===== src/core/glp_regs.svh =====
// register offsets, field positions, reset values and timing counts
// assumes inclusion by bare name wherever one of its macros is read
`ifndef GLP_REGS_SVH
`define GLP_REGS_SVH
`define GLP_CFG_OFFSET 8'h88
`define GLP_IRQ_STS_OFFSET 8'h58
`define GLP_IRQ_EN_OFFSET 8'h5C
`define GLP_DATA_LSB 0
`define GLP_OUT_ONLY_LSB 3
`define GLP_DIR_LSB 8
`define GLP_PUSH_PULL_LSB 16
`define GLP_FUNC_LSB 20
`define GLP_POL_LSB 24
`define GLP_LED_LSB 28
`define GLP_CFG_WMASK 32'h7777071F
`define GLP_CFG_RESET 32'h00000000
`define GLP_MIN_ACTIVE_NS 40
`define GLP_CLK_PERIOD_NS 8
`define GLP_MIN_ACTIVE_CYC ((`GLP_MIN_ACTIVE_NS + `GLP_CLK_PERIOD_NS - 1) / `GLP_CLK_PERIOD_NS)
`endif


===== src/core/glp_pkg.sv =====
// types shared by the pin configuration block
// assumes glp_regs.svh sits beside it
package glp_pkg;
`include "glp_regs.svh"
    typedef enum logic [2:0] {
        GLP_FN_MEM = 3'h0,
        GLP_FN_OUT_OUT = 3'h1,
        GLP_FN_RSV2 = 3'h2,
        GLP_FN_OUT_RXDV = 3'h3,
        GLP_FN_RSV4 = 3'h4,
        GLP_FN_TXEN_OUT = 3'h5,
        GLP_FN_TXEN_RXDV = 3'h6,
        GLP_FN_CLKS = 3'h7
    } glp_func_t;
    typedef struct packed {
        logic tx_en;
        logic tx_clk;
        logic rx_clk;
        logic rx_dv;
    } glp_mii_t;
    typedef struct packed {
        logic data_out;
        logic data_oe_n;
        logic clk_out;
    } glp_mem_t;
endpackage


===== src/core/glp_top.sv =====
// pin, LED and memory-pin configuration with AXI4-Lite registers
// assumes synchronous pin inputs and single-clock aclk at 125 MHz
`timescale 1ns/1ps
`include "glp_regs.svh"
// Behaviour
// - led_select bit set gives the pin to its LED source, else general purpose.
// - polarity one: high pin level sets its status bit.
// - polarity zero: low pin level sets its status bit.
// - status reaches the interrupt only when its enable bit is set.
// - levels must last at least 40 ns to register.
// - mem_pin_function picks what memory data and clock pins carry.
// - encodings per table; 010 and 100 reserved.
// - receive-valid and clocks come from internal PHY; transmit-enable from MAC.
// - push-pull bit set drives push-pull, clear gives open-drain.
// - direction bit set makes output; resets to input.
// - out-only data bits drive out-only pins 3 and 4.
// - push-pull output pins carry their written data bit; open-drain ones drive low for 0 and release for 1.
// - reading data bits 0 to 2 returns pin levels; out-only bits 3 and 4 read back as written.
module glp_top
    import glp_pkg::*;
(
    input wire logic aclk,
    input wire logic aresetn,
    input wire logic [7:0] s_axi_awaddr,
    input wire logic s_axi_awvalid,
    output logic s_axi_awready,
    input wire logic [31:0] s_axi_wdata,
    input wire logic [3:0] s_axi_wstrb,
    input wire logic s_axi_wvalid,
    output logic s_axi_wready,
    output logic [1:0] s_axi_bresp,
    output logic s_axi_bvalid,
    input wire logic s_axi_bready,
    input wire logic [7:0] s_axi_araddr,
    input wire logic s_axi_arvalid,
    output logic s_axi_arready,
    output logic [31:0] s_axi_rdata,
    output logic [1:0] s_axi_rresp,
    output logic s_axi_rvalid,
    input wire logic s_axi_rready,
    input wire logic [2:0] pin_in,
    output logic [2:0] pin_out,
    output logic [2:0] pin_oe_n,
    input wire logic [2:0] led_source,
    input wire glp_mii_t mii,
    input wire glp_mem_t mem,
    output logic mem_data_pin_out,
    output logic mem_data_pin_oe_n,
    output logic mem_clock_pin,
    output logic irq
);
    logic [31:0] cfg_reg;
    logic [2:0] irq_status_reg;
    logic [2:0] irq_enable_reg;
    logic aw_held_reg;
    logic w_held_reg;
    logic [7:0] awaddr_reg;
    logic [31:0] wdata_reg;
    logic [3:0] wstrb_reg;
    logic [31:0] rdata_next;
    logic rd_ok;
    logic wr_fire;
    logic [2:0] pin_event;
    logic [2:0] sts_clear;
    glp_mem_t mem_pins;

    function automatic logic [31:0] strb_merge(input logic [31:0] old_v,
                                               input logic [31:0] new_v,
                                               input logic [3:0] strb);
        logic [31:0] res;
        res = old_v;
        for (int i = 0; i < 4; i++) begin
            if (strb[i]) begin
                res[i*8 +: 8] = new_v[i*8 +: 8];
            end
        end
        return res;
    endfunction

    function automatic logic addr_known(input logic [7:0] a);
        return a == `GLP_CFG_OFFSET || a == `GLP_IRQ_STS_OFFSET ||
               a == `GLP_IRQ_EN_OFFSET;
    endfunction

    // write channel: address and data in either order
    assign s_axi_awready = !aw_held_reg && !s_axi_bvalid;
    assign s_axi_wready = !w_held_reg && !s_axi_bvalid;
    assign wr_fire = aw_held_reg && w_held_reg && !s_axi_bvalid;

    always_ff @(posedge aclk) begin
        if (!aresetn) begin
            aw_held_reg <= 1'b0;
            awaddr_reg <= 8'h00;
        end else if (s_axi_awvalid && s_axi_awready) begin
            aw_held_reg <= 1'b1;
            awaddr_reg <= s_axi_awaddr;
        end else if (wr_fire) begin
            aw_held_reg <= 1'b0;
        end
    end

    always_ff @(posedge aclk) begin
        if (!aresetn) begin
            w_held_reg <= 1'b0;
            wdata_reg <= 32'h00000000;
            wstrb_reg <= 4'h0;
        end else if (s_axi_wvalid && s_axi_wready) begin
            w_held_reg <= 1'b1;
            wdata_reg <= s_axi_wdata;
            wstrb_reg <= s_axi_wstrb;
        end else if (wr_fire) begin
            w_held_reg <= 1'b0;
        end
    end

    always_ff @(posedge aclk) begin
        if (!aresetn) begin
            s_axi_bvalid <= 1'b0;
            s_axi_bresp <= 2'h0;
        end else if (wr_fire) begin
            s_axi_bvalid <= 1'b1;
            s_axi_bresp <= addr_known(awaddr_reg) ? 2'h0 : 2'h2;
        end else if (s_axi_bready) begin
            s_axi_bvalid <= 1'b0;
        end
    end

    // configuration register
    always_ff @(posedge aclk) begin
        if (!aresetn) begin
            cfg_reg <= `GLP_CFG_RESET;
        end else if (wr_fire && awaddr_reg == `GLP_CFG_OFFSET) begin
            cfg_reg <= strb_merge(cfg_reg, wdata_reg, wstrb_reg) & `GLP_CFG_WMASK;
        end
    end

    always_ff @(posedge aclk) begin
        if (!aresetn) begin
            irq_enable_reg <= 3'h0;
        end else if (wr_fire && awaddr_reg == `GLP_IRQ_EN_OFFSET && wstrb_reg[0]) begin
            irq_enable_reg <= wdata_reg[2:0];
        end
    end

    // pin interrupt qualification, general-purpose pins only
    for (genvar g = 0; g < 3; g++) begin : g_filt
        logic ev;
        glp_pin_filter u_filt (
            .aclk(aclk),
            .aresetn(aresetn),
            .pin_level(pin_in[g]),
            .polarity(cfg_reg[`GLP_POL_LSB + g]),
            .event_pulse(ev)
        );
        assign pin_event[g] = ev && !cfg_reg[`GLP_LED_LSB + g];
    end

    assign sts_clear = (wr_fire && awaddr_reg == `GLP_IRQ_STS_OFFSET && wstrb_reg[0])
                       ? wdata_reg[2:0] : 3'h0;

    always_ff @(posedge aclk) begin
        if (!aresetn) begin
            irq_status_reg <= 3'h0;
        end else begin
            irq_status_reg <= (irq_status_reg & ~sts_clear) | pin_event;
        end
    end

    assign irq = |(irq_status_reg & irq_enable_reg);

    // read channel
    assign s_axi_arready = !s_axi_rvalid;
    assign rd_ok = addr_known(s_axi_araddr);

    always_comb begin
        rdata_next = 32'h00000000;
        if (s_axi_araddr == `GLP_CFG_OFFSET) begin
            rdata_next = cfg_reg;
            rdata_next[`GLP_DATA_LSB +: 3] = pin_in;
        end else if (s_axi_araddr == `GLP_IRQ_STS_OFFSET) begin
            rdata_next[2:0] = irq_status_reg;
        end else if (s_axi_araddr == `GLP_IRQ_EN_OFFSET) begin
            rdata_next[2:0] = irq_enable_reg;
        end
    end

    always_ff @(posedge aclk) begin
        if (!aresetn) begin
            s_axi_rvalid <= 1'b0;
            s_axi_rdata <= 32'h00000000;
            s_axi_rresp <= 2'h0;
        end else if (s_axi_arvalid && s_axi_arready) begin
            s_axi_rvalid <= 1'b1;
            s_axi_rdata <= rdata_next;
            s_axi_rresp <= rd_ok ? 2'h0 : 2'h2;
        end else if (s_axi_rready) begin
            s_axi_rvalid <= 1'b0;
        end
    end

    // bidirectional pin drive
    always_comb begin
        for (int i = 0; i < 3; i++) begin
            if (cfg_reg[`GLP_LED_LSB + i]) begin
                pin_out[i] = led_source[i];
                pin_oe_n[i] = 1'b0;
            end else if (!cfg_reg[`GLP_DIR_LSB + i]) begin
                pin_out[i] = 1'b0;
                pin_oe_n[i] = 1'b1;
            end else if (cfg_reg[`GLP_PUSH_PULL_LSB + i]) begin
                pin_out[i] = cfg_reg[`GLP_DATA_LSB + i];
                pin_oe_n[i] = 1'b0;
            end else begin
                pin_out[i] = 1'b0;
                pin_oe_n[i] = cfg_reg[`GLP_DATA_LSB + i];
            end
        end
    end

    glp_mux u_mux (
        .func(glp_func_t'(cfg_reg[`GLP_FUNC_LSB +: 3])),
        .mem(mem),
        .mii(mii),
        .out_only(cfg_reg[`GLP_OUT_ONLY_LSB +: 2]),
        .pins(mem_pins)
    );

    assign mem_data_pin_out = mem_pins.data_out;
    assign mem_data_pin_oe_n = mem_pins.data_oe_n;
    assign mem_clock_pin = mem_pins.clk_out;
endmodule // glp_top


===== src/core/glp_pin_filter.sv =====
// per-pin active-level qualifier for the pin interrupt
// assumes pin levels synchronous to aclk
`timescale 1ns/1ps
`include "glp_regs.svh"
module glp_pin_filter
    import glp_pkg::*;
(
    input wire logic aclk,
    input wire logic aresetn,
    input wire logic pin_level,
    input wire logic polarity,
    output logic event_pulse
);
    logic [3:0] cnt_reg;
    logic active;
    assign active = (pin_level == polarity);
    // level match, must hold min time
    always_ff @(posedge aclk) begin
        if (!aresetn) begin
            cnt_reg <= 4'h0;
        end else if (!active) begin
            cnt_reg <= 4'h0;
        end else if (cnt_reg < 4'(`GLP_MIN_ACTIVE_CYC)) begin
            cnt_reg <= cnt_reg + 4'h1;
        end
    end
    // level-sensitive: keeps asserting while the level stays
    assign event_pulse = (cnt_reg == 4'(`GLP_MIN_ACTIVE_CYC));
endmodule // glp_pin_filter


===== src/core/glp_mux.sv =====
// memory-pin function selector
// assumes mii signals already on aclk
`timescale 1ns/1ps
module glp_mux
    import glp_pkg::*;
(
    input wire glp_func_t func,
    input wire glp_mem_t mem,
    input wire glp_mii_t mii,
    input wire logic [1:0] out_only,
    output glp_mem_t pins
);
    always_comb begin
        pins = '{data_out: 1'b0, data_oe_n: 1'b0, clk_out: 1'b0};
        unique case (func)
            GLP_FN_MEM: pins = mem;
            GLP_FN_OUT_OUT: pins = '{data_out: out_only[0], data_oe_n: 1'b0,
                clk_out: out_only[1]};
            GLP_FN_OUT_RXDV: pins = '{data_out: out_only[0], data_oe_n: 1'b0,
                clk_out: mii.rx_dv};
            GLP_FN_TXEN_OUT: pins = '{data_out: mii.tx_en, data_oe_n: 1'b0,
                clk_out: out_only[1]};
            GLP_FN_TXEN_RXDV: pins = '{data_out: mii.tx_en, data_oe_n: 1'b0,
                clk_out: mii.rx_dv};
            GLP_FN_CLKS: pins = '{data_out: mii.tx_clk, data_oe_n: 1'b0,
                clk_out: mii.rx_clk};
            // reserved codes release the data pin
            default: pins = '{data_out: 1'b0, data_oe_n: 1'b1, clk_out: 1'b0};
        endcase
    end
endmodule // glp_mux


===== config.mk =====
export PLATFORM = sky130hd
export DESIGN_NAME = glp_top
export DESIGN_NICKNAME = d
export VERILOG_FILES = /design/src/core/glp_pkg.sv /design/src/core/glp_top.sv /design/src/core/glp_pin_filter.sv /design/src/core/glp_mux.sv
export VERILOG_INCLUDE_DIRS = /design/src /design/src/core
export SDC_FILE = /design/constraint.sdc
export NUM_CORES = 1
export LEC_CHECK = 0
export CAP_MARGIN = 30
export CELL_PAD_IN_SITES_DETAIL_PLACEMENT = 0
export CELL_PAD_IN_SITES_GLOBAL_PLACEMENT = 1
export CORE_ASPECT_RATIO = 1.2
export CORE_UTILIZATION = 50
export CTS_BUF_LIST = sky130_fd_sc_hd__clkbuf_16
export DETAILED_ROUTE_END_ITERATION = 7
export DONT_BUFFER_PORTS = 1
export PLACE_DENSITY_LB_ADDON = 0.25
export RECOVER_POWER = 100
export SLEW_MARGIN = 20
export SYNTH_ARGS = -nofsm -noshare
export SYNTH_HDL_FRONTEND = slang
export SYNTH_SLANG_ARGS = --single-unit

===== constraint.sdc =====
create_clock -name aclk -period 2.2 [get_ports aclk]
set_input_delay 0.11 -clock aclk [delete_from_list [all_inputs] [get_ports aclk]]
set_output_delay 0.11 -clock aclk [all_outputs]
set_load 0.02 [all_outputs]

Word-level counts from Yosys, hierarchy flattened
Index checks and enable logic that the tools add are counted.
Cells by class
  add/sub/neg operators: 3
  magnitude comparators: 3
  equality and inequality tests: 17
  multiplexer cells: 33
  bitwise logic cells: 4
  reduce and logical (&&, ||, !) cells: 39
Operators with widths (number)
  8-bit by 7-bit == test with 1-bit output, second input constant: 4
  28-bit 2-to-1 mux: 1
  1-bit 2-to-1 mux: 25
  3-bit case mux with 6 select lines: 1
  8-bit == test, second input constant: 2
  1-bit logical AND: 15
  2-bit AND reduction: 7
  4-bit by 1-bit adder with 4-bit output, second input constant: 3
  4-bit by 3-bit == test with 1-bit output, second input constant: 3
  4-bit by 3-bit less-than comparator with 1-bit output, second input constant: 3
  3-bit 2-to-1 mux: 4
  3-bit == test, second input constant: 3
  2-bit nonzero test: 4
  1-bit zero test: 7
  3-bit AND: 2
  1-bit logical OR: 4
  2-bit 2-to-1 mux: 2
  1-bit == test: 3
  3-bit by 1-bit == test with 1-bit output, second input constant: 1
  3-bit by 2-bit == test with 1-bit output, second input constant: 1
  3-bit zero test: 1
  3-bit NOT: 1
  3-bit bitwise OR: 1
  3-bit OR reduction: 1
Word-level totals
  register bits: 121
  output and inout port bits: 51

Depth between registers and ports, before layout
  depth in word-level cells: 8
  mapped depth: 6

Hierarchy
From an unflattened synthesis, not the netlist that was laid out.
Second synthesis, totals
  cell total of the unflattened synthesis: 503
  area total of the unflattened synthesis: 4485.6 um^2
Modules (own cells, without submodules)
  glp_top: instances 1, cells each 410, area an instance 3672.3 um^2
  glp_pin_filter: instances 3, cells each 25, area an instance 230.2 um^2
  glp_mux: instances 1, cells each 18, area an instance 122.6 um^2

Worst setup path after synthesis
OpenSTA, ideal clock, no wires.
  path kind: reg2reg
  start point: reg s_axi_rvalid
  end point: reg s_axi_rdata[20]
  setup time: 0.058 ns
  arrival: 1.531 ns
  required time: 2.142 ns
  slack: 0.611 ns
  cell stages (with the launch flop): 6
  period minus slack after synthesis: 1.589 ns
  cell sequence: dfxtp_1 -> nand2b_1 -> and2_1 -> clkbuf_1 -> clkbuf_1 -> a22o_2
On the way
  word-level cells in the longest chain between the ends: 2
RTL lines
  from (decl): line glp_top.sv:39  | output logic s_axi_rvalid,
  from (signal assigned): line glp_top.sv:189  | s_axi_rvalid <= 1'b0;
  from (signal assigned): line glp_top.sv:193  | s_axi_rvalid <= 1'b1;
  from (signal assigned): line glp_top.sv:197  | s_axi_rvalid <= 1'b0;
  1-bit zero test: line glp_top.sv:172  | assign s_axi_arready = !s_axi_rvalid;
  1-bit logical AND: line glp_top.sv:192  | end else if (s_axi_arvalid && s_axi_arready) begin
  to (signal assigned): line glp_top.sv:194  | s_axi_rdata <= rdata_next;
  to (decl): line glp_top.sv:37  | output logic [31:0] s_axi_rdata,
Every way passes these cells.
A chain may end at the register's enable or synchronous reset.

Worst setup path in the final report
  start point: reg s_axi_bvalid
  end point: reg awaddr_reg[3]
On the way
  word-level cells in the longest chain between the ends: 3
RTL lines
  from (decl): line glp_top.sv:32  | output logic s_axi_bvalid,
  from (signal assigned): line glp_top.sv:118  | s_axi_bvalid <= 1'b0;
  from (signal assigned): line glp_top.sv:121  | s_axi_bvalid <= 1'b1;
  from (signal assigned): line glp_top.sv:124  | s_axi_bvalid <= 1'b0;
  1-bit zero test: line glp_top.sv:86  | assign s_axi_awready = !aw_held_reg && !s_axi_bvalid;
  1-bit logical AND: line glp_top.sv:86
  1-bit logical AND: line glp_top.sv:94  | end else if (s_axi_awvalid && s_axi_awready) begin
  to (signal assigned): line glp_top.sv:96  | awaddr_reg <= s_axi_awaddr;
  to (decl): line glp_top.sv:57  | logic [7:0] awaddr_reg;
Every way passes these cells.

==> results.ini <==
[cells_and_area]
final_common_cell=nand2_1
n_antenna_cell=0
drive_above_1_share_pct=7.800
fillers=747
fin_nets=576
layout-area-overhead-vs-synth_pct=16.26
layout_common_cells=99 x nand2_1, 96 x dfxtp_1, 38 x dlygate4sd3_1
fin_area_sq_um=4992

[placed_design]
dp_hpwl_um=6244
postPlaceCellArea_sq_um=4289
place_congestion=0.7729
portBuffers=0

[floorplan]
core_sq_um=8243
row_count=36
die_w_um=86.60
start_util_pct=52.09
dieArea_sq_um=8965
ioPinCount=123
dieHeight_um=103.5

[logic_synthesis]
postSynthCellCount=468
syn_area_per_cell_sq_um=9.175
synth_edf_count=0
synth.cell_area_sq_um=4294
synthDistinctLibCells=50
yosysSeqAreaShare_pct=44.76
ys.flop_type=dfxtp_1
ys_seq_elements=96
yosys_warnings=0
async_flop_share_pct=0

[sta]
fin_tns_setup_ps=0
fin_skew_ps=5.342
setup_viol=0
hold_viol=0
rsz0062_at_grt=no
maxSlewViolCount=0
clock.fmax_mhz=522.5
tightest_slew_ps=1027
fin_crit_ps=1914
timing.final.crit_share_pct=86.99
slew_headroom_pct=31.52

[global_routing]
grt_remaining_overflow=0
grt_use_total_pct=21.17
grt_pass1_wl_um=14990
grt_max_degree=91
antenna_found_initial=0
grt_pass1_vias=3065

[detailed_routing]
drc_errors=0
drt_first_pass_iters=4
vias=3230
wl_um=9000
first_iter_violations=147
via_per_inst=5.261
routedWlPerCell_um=14.66
final_antenna_net_count=0

[clock_tree]
cts_root_buffer=clkbuf_16
ctsHtreeMaxLevel=3
clk_path_buf_depth=2
clk_pin_slew_ps=70
cts_tree=built
numCtsBuffers=9
cts_setup_buffers=0
clock_latency_ps=330
clock_sinks=96

[pwr]
irDropWorstVdd_uv=441.9
cellPowerDensity_nw_per_um2=767.9
p_leak_nw=1.866

[hold_path]
min-delay-path-class=in -> reg

[run_status]
status=completed

[setup_path]
start_kind=flip-flop
worstPathRequired_ps=2420
crit_arrival_ps=2130
setup.worst_path.end_class=flip-flop
crit_fanout=10
path_class=reg -> reg

[run]
cap_viol_max_count=0

power by group:
part           switching (mW)  leakage (nW)  internal [mW]
logic                   0.168         0.932          0.139
clock network           0.677         0.154           1.01
registers              0.0487         0.780           1.79
layer usage:
layer	routed length [um]	track usage, %
met1	4294	28.94
met2	4318	33.56
met3	282	3.904
met4	105	6.786
met5	0	0
synth_stat cells (2+ instances only):
library cell	n	share of area, %
nand2_1	99	8.7
dfxtp_1	96	45
mux2i_1	36	8.4
a21boi_0	25	4.4
a21oi_1	24	2.8
clkbuf_1	19	1.7
inv_1	16	1.4
nor2b_1	16	2.3
buf_4	14	2.4
o21ai_0	12	1.4
a22o_2	10	2.3
ha_1	9	2.6
a22o_1	7	1.4
nand2b_1	7	1.0
and4_1	6	1.2
nand3_1	6	0.70
or3_1	5	0.73
buf_2	4	0.47
nor2_1	4	0.35
nor3_1	4	0.47
or3b_2	4	0.82
buf_6	3	0.79
nand3b_1	3	0.52
nand4_1	3	0.44
nor4bb_1	3	0.70
o221ai_1	3	0.61
xnor2_1	3	0.61
a21o_1	2	0.35
a221oi_1	2	0.41
nor4b_1	2	0.41
or4b_4	2	0.64
cell type report:
class	instances	area, sq um	area share [%]
Tap cell	114	142.6	2.857
Inverter	16	60.06	1.203
Clock inverter	7	103.9	2.080
Clock buffer	9	225.2	4.511
Timing Repair Buffer	44	437.9	8.772
Multi-Input combinational cell	328	2101	42.08
Sequential cell	96	1922	38.50
through the flow:
stage | setup WS (ps) | util (%) | std cells | total power [mW] | hold WS (ps)
after floorplan | 611.0 | - | 481 | 2.101 | 247.8
after CTS | 367.9 | 60.97 | 614 | 3.874 | 22.40
after global routing | 66.13 | 60.56 | 614 | 3.991 | 44.77
final | 286.2 | 60.56 | 614 | 3.834 | 30.49
after detailed placement | 496.2 | 52.03 | 559 | 2.110 | 250.7
after global placement | 531.4 | 52.03 | 559 | 2.101 | 246.3
path summary, 6_finish.rpt:
| check | from | to | slack (ps) | cells after the start |
|---|---|---|---|---|
| setup / recovery | s_axi_bvalid | awaddr_reg[3] | 290 | 5 |
| setup reg to reg | s_axi_bvalid | awaddr_reg[3] | 290 | 5 |
| hold reg to reg | wdata_reg[10] | cfg_reg[10] | 460 | 2 |
| hold / removal | s_axi_araddr[2] | s_axi_rdata[0] | 30 | 2 |
cell families after synthesis:
kind of cell	synth area share (%)
and+or+nand+nor	21.71
DFF	44.76
muxes	8.392
adders and majority gates	2.622
AOI/OAI and AO/OA	14.98
buffers and inverters	6.847
xor gates and xnor gates	0.6120
other	0.08733
critical path: stages (launching register included):
cell           delay (ps)
dfxtp_1               450
nor3b_1               250
buf_4                 230
mux2i_1               240
nor2b_1                70
dlygate4sd3_1         560
timing repair:
item | in CTS | in global routing
hold buffers | 39 | 0
endpoints found under the hold margin | 77 | 0
gates resized for setup | 0 | 0
(Power assumes the default switching activity.)
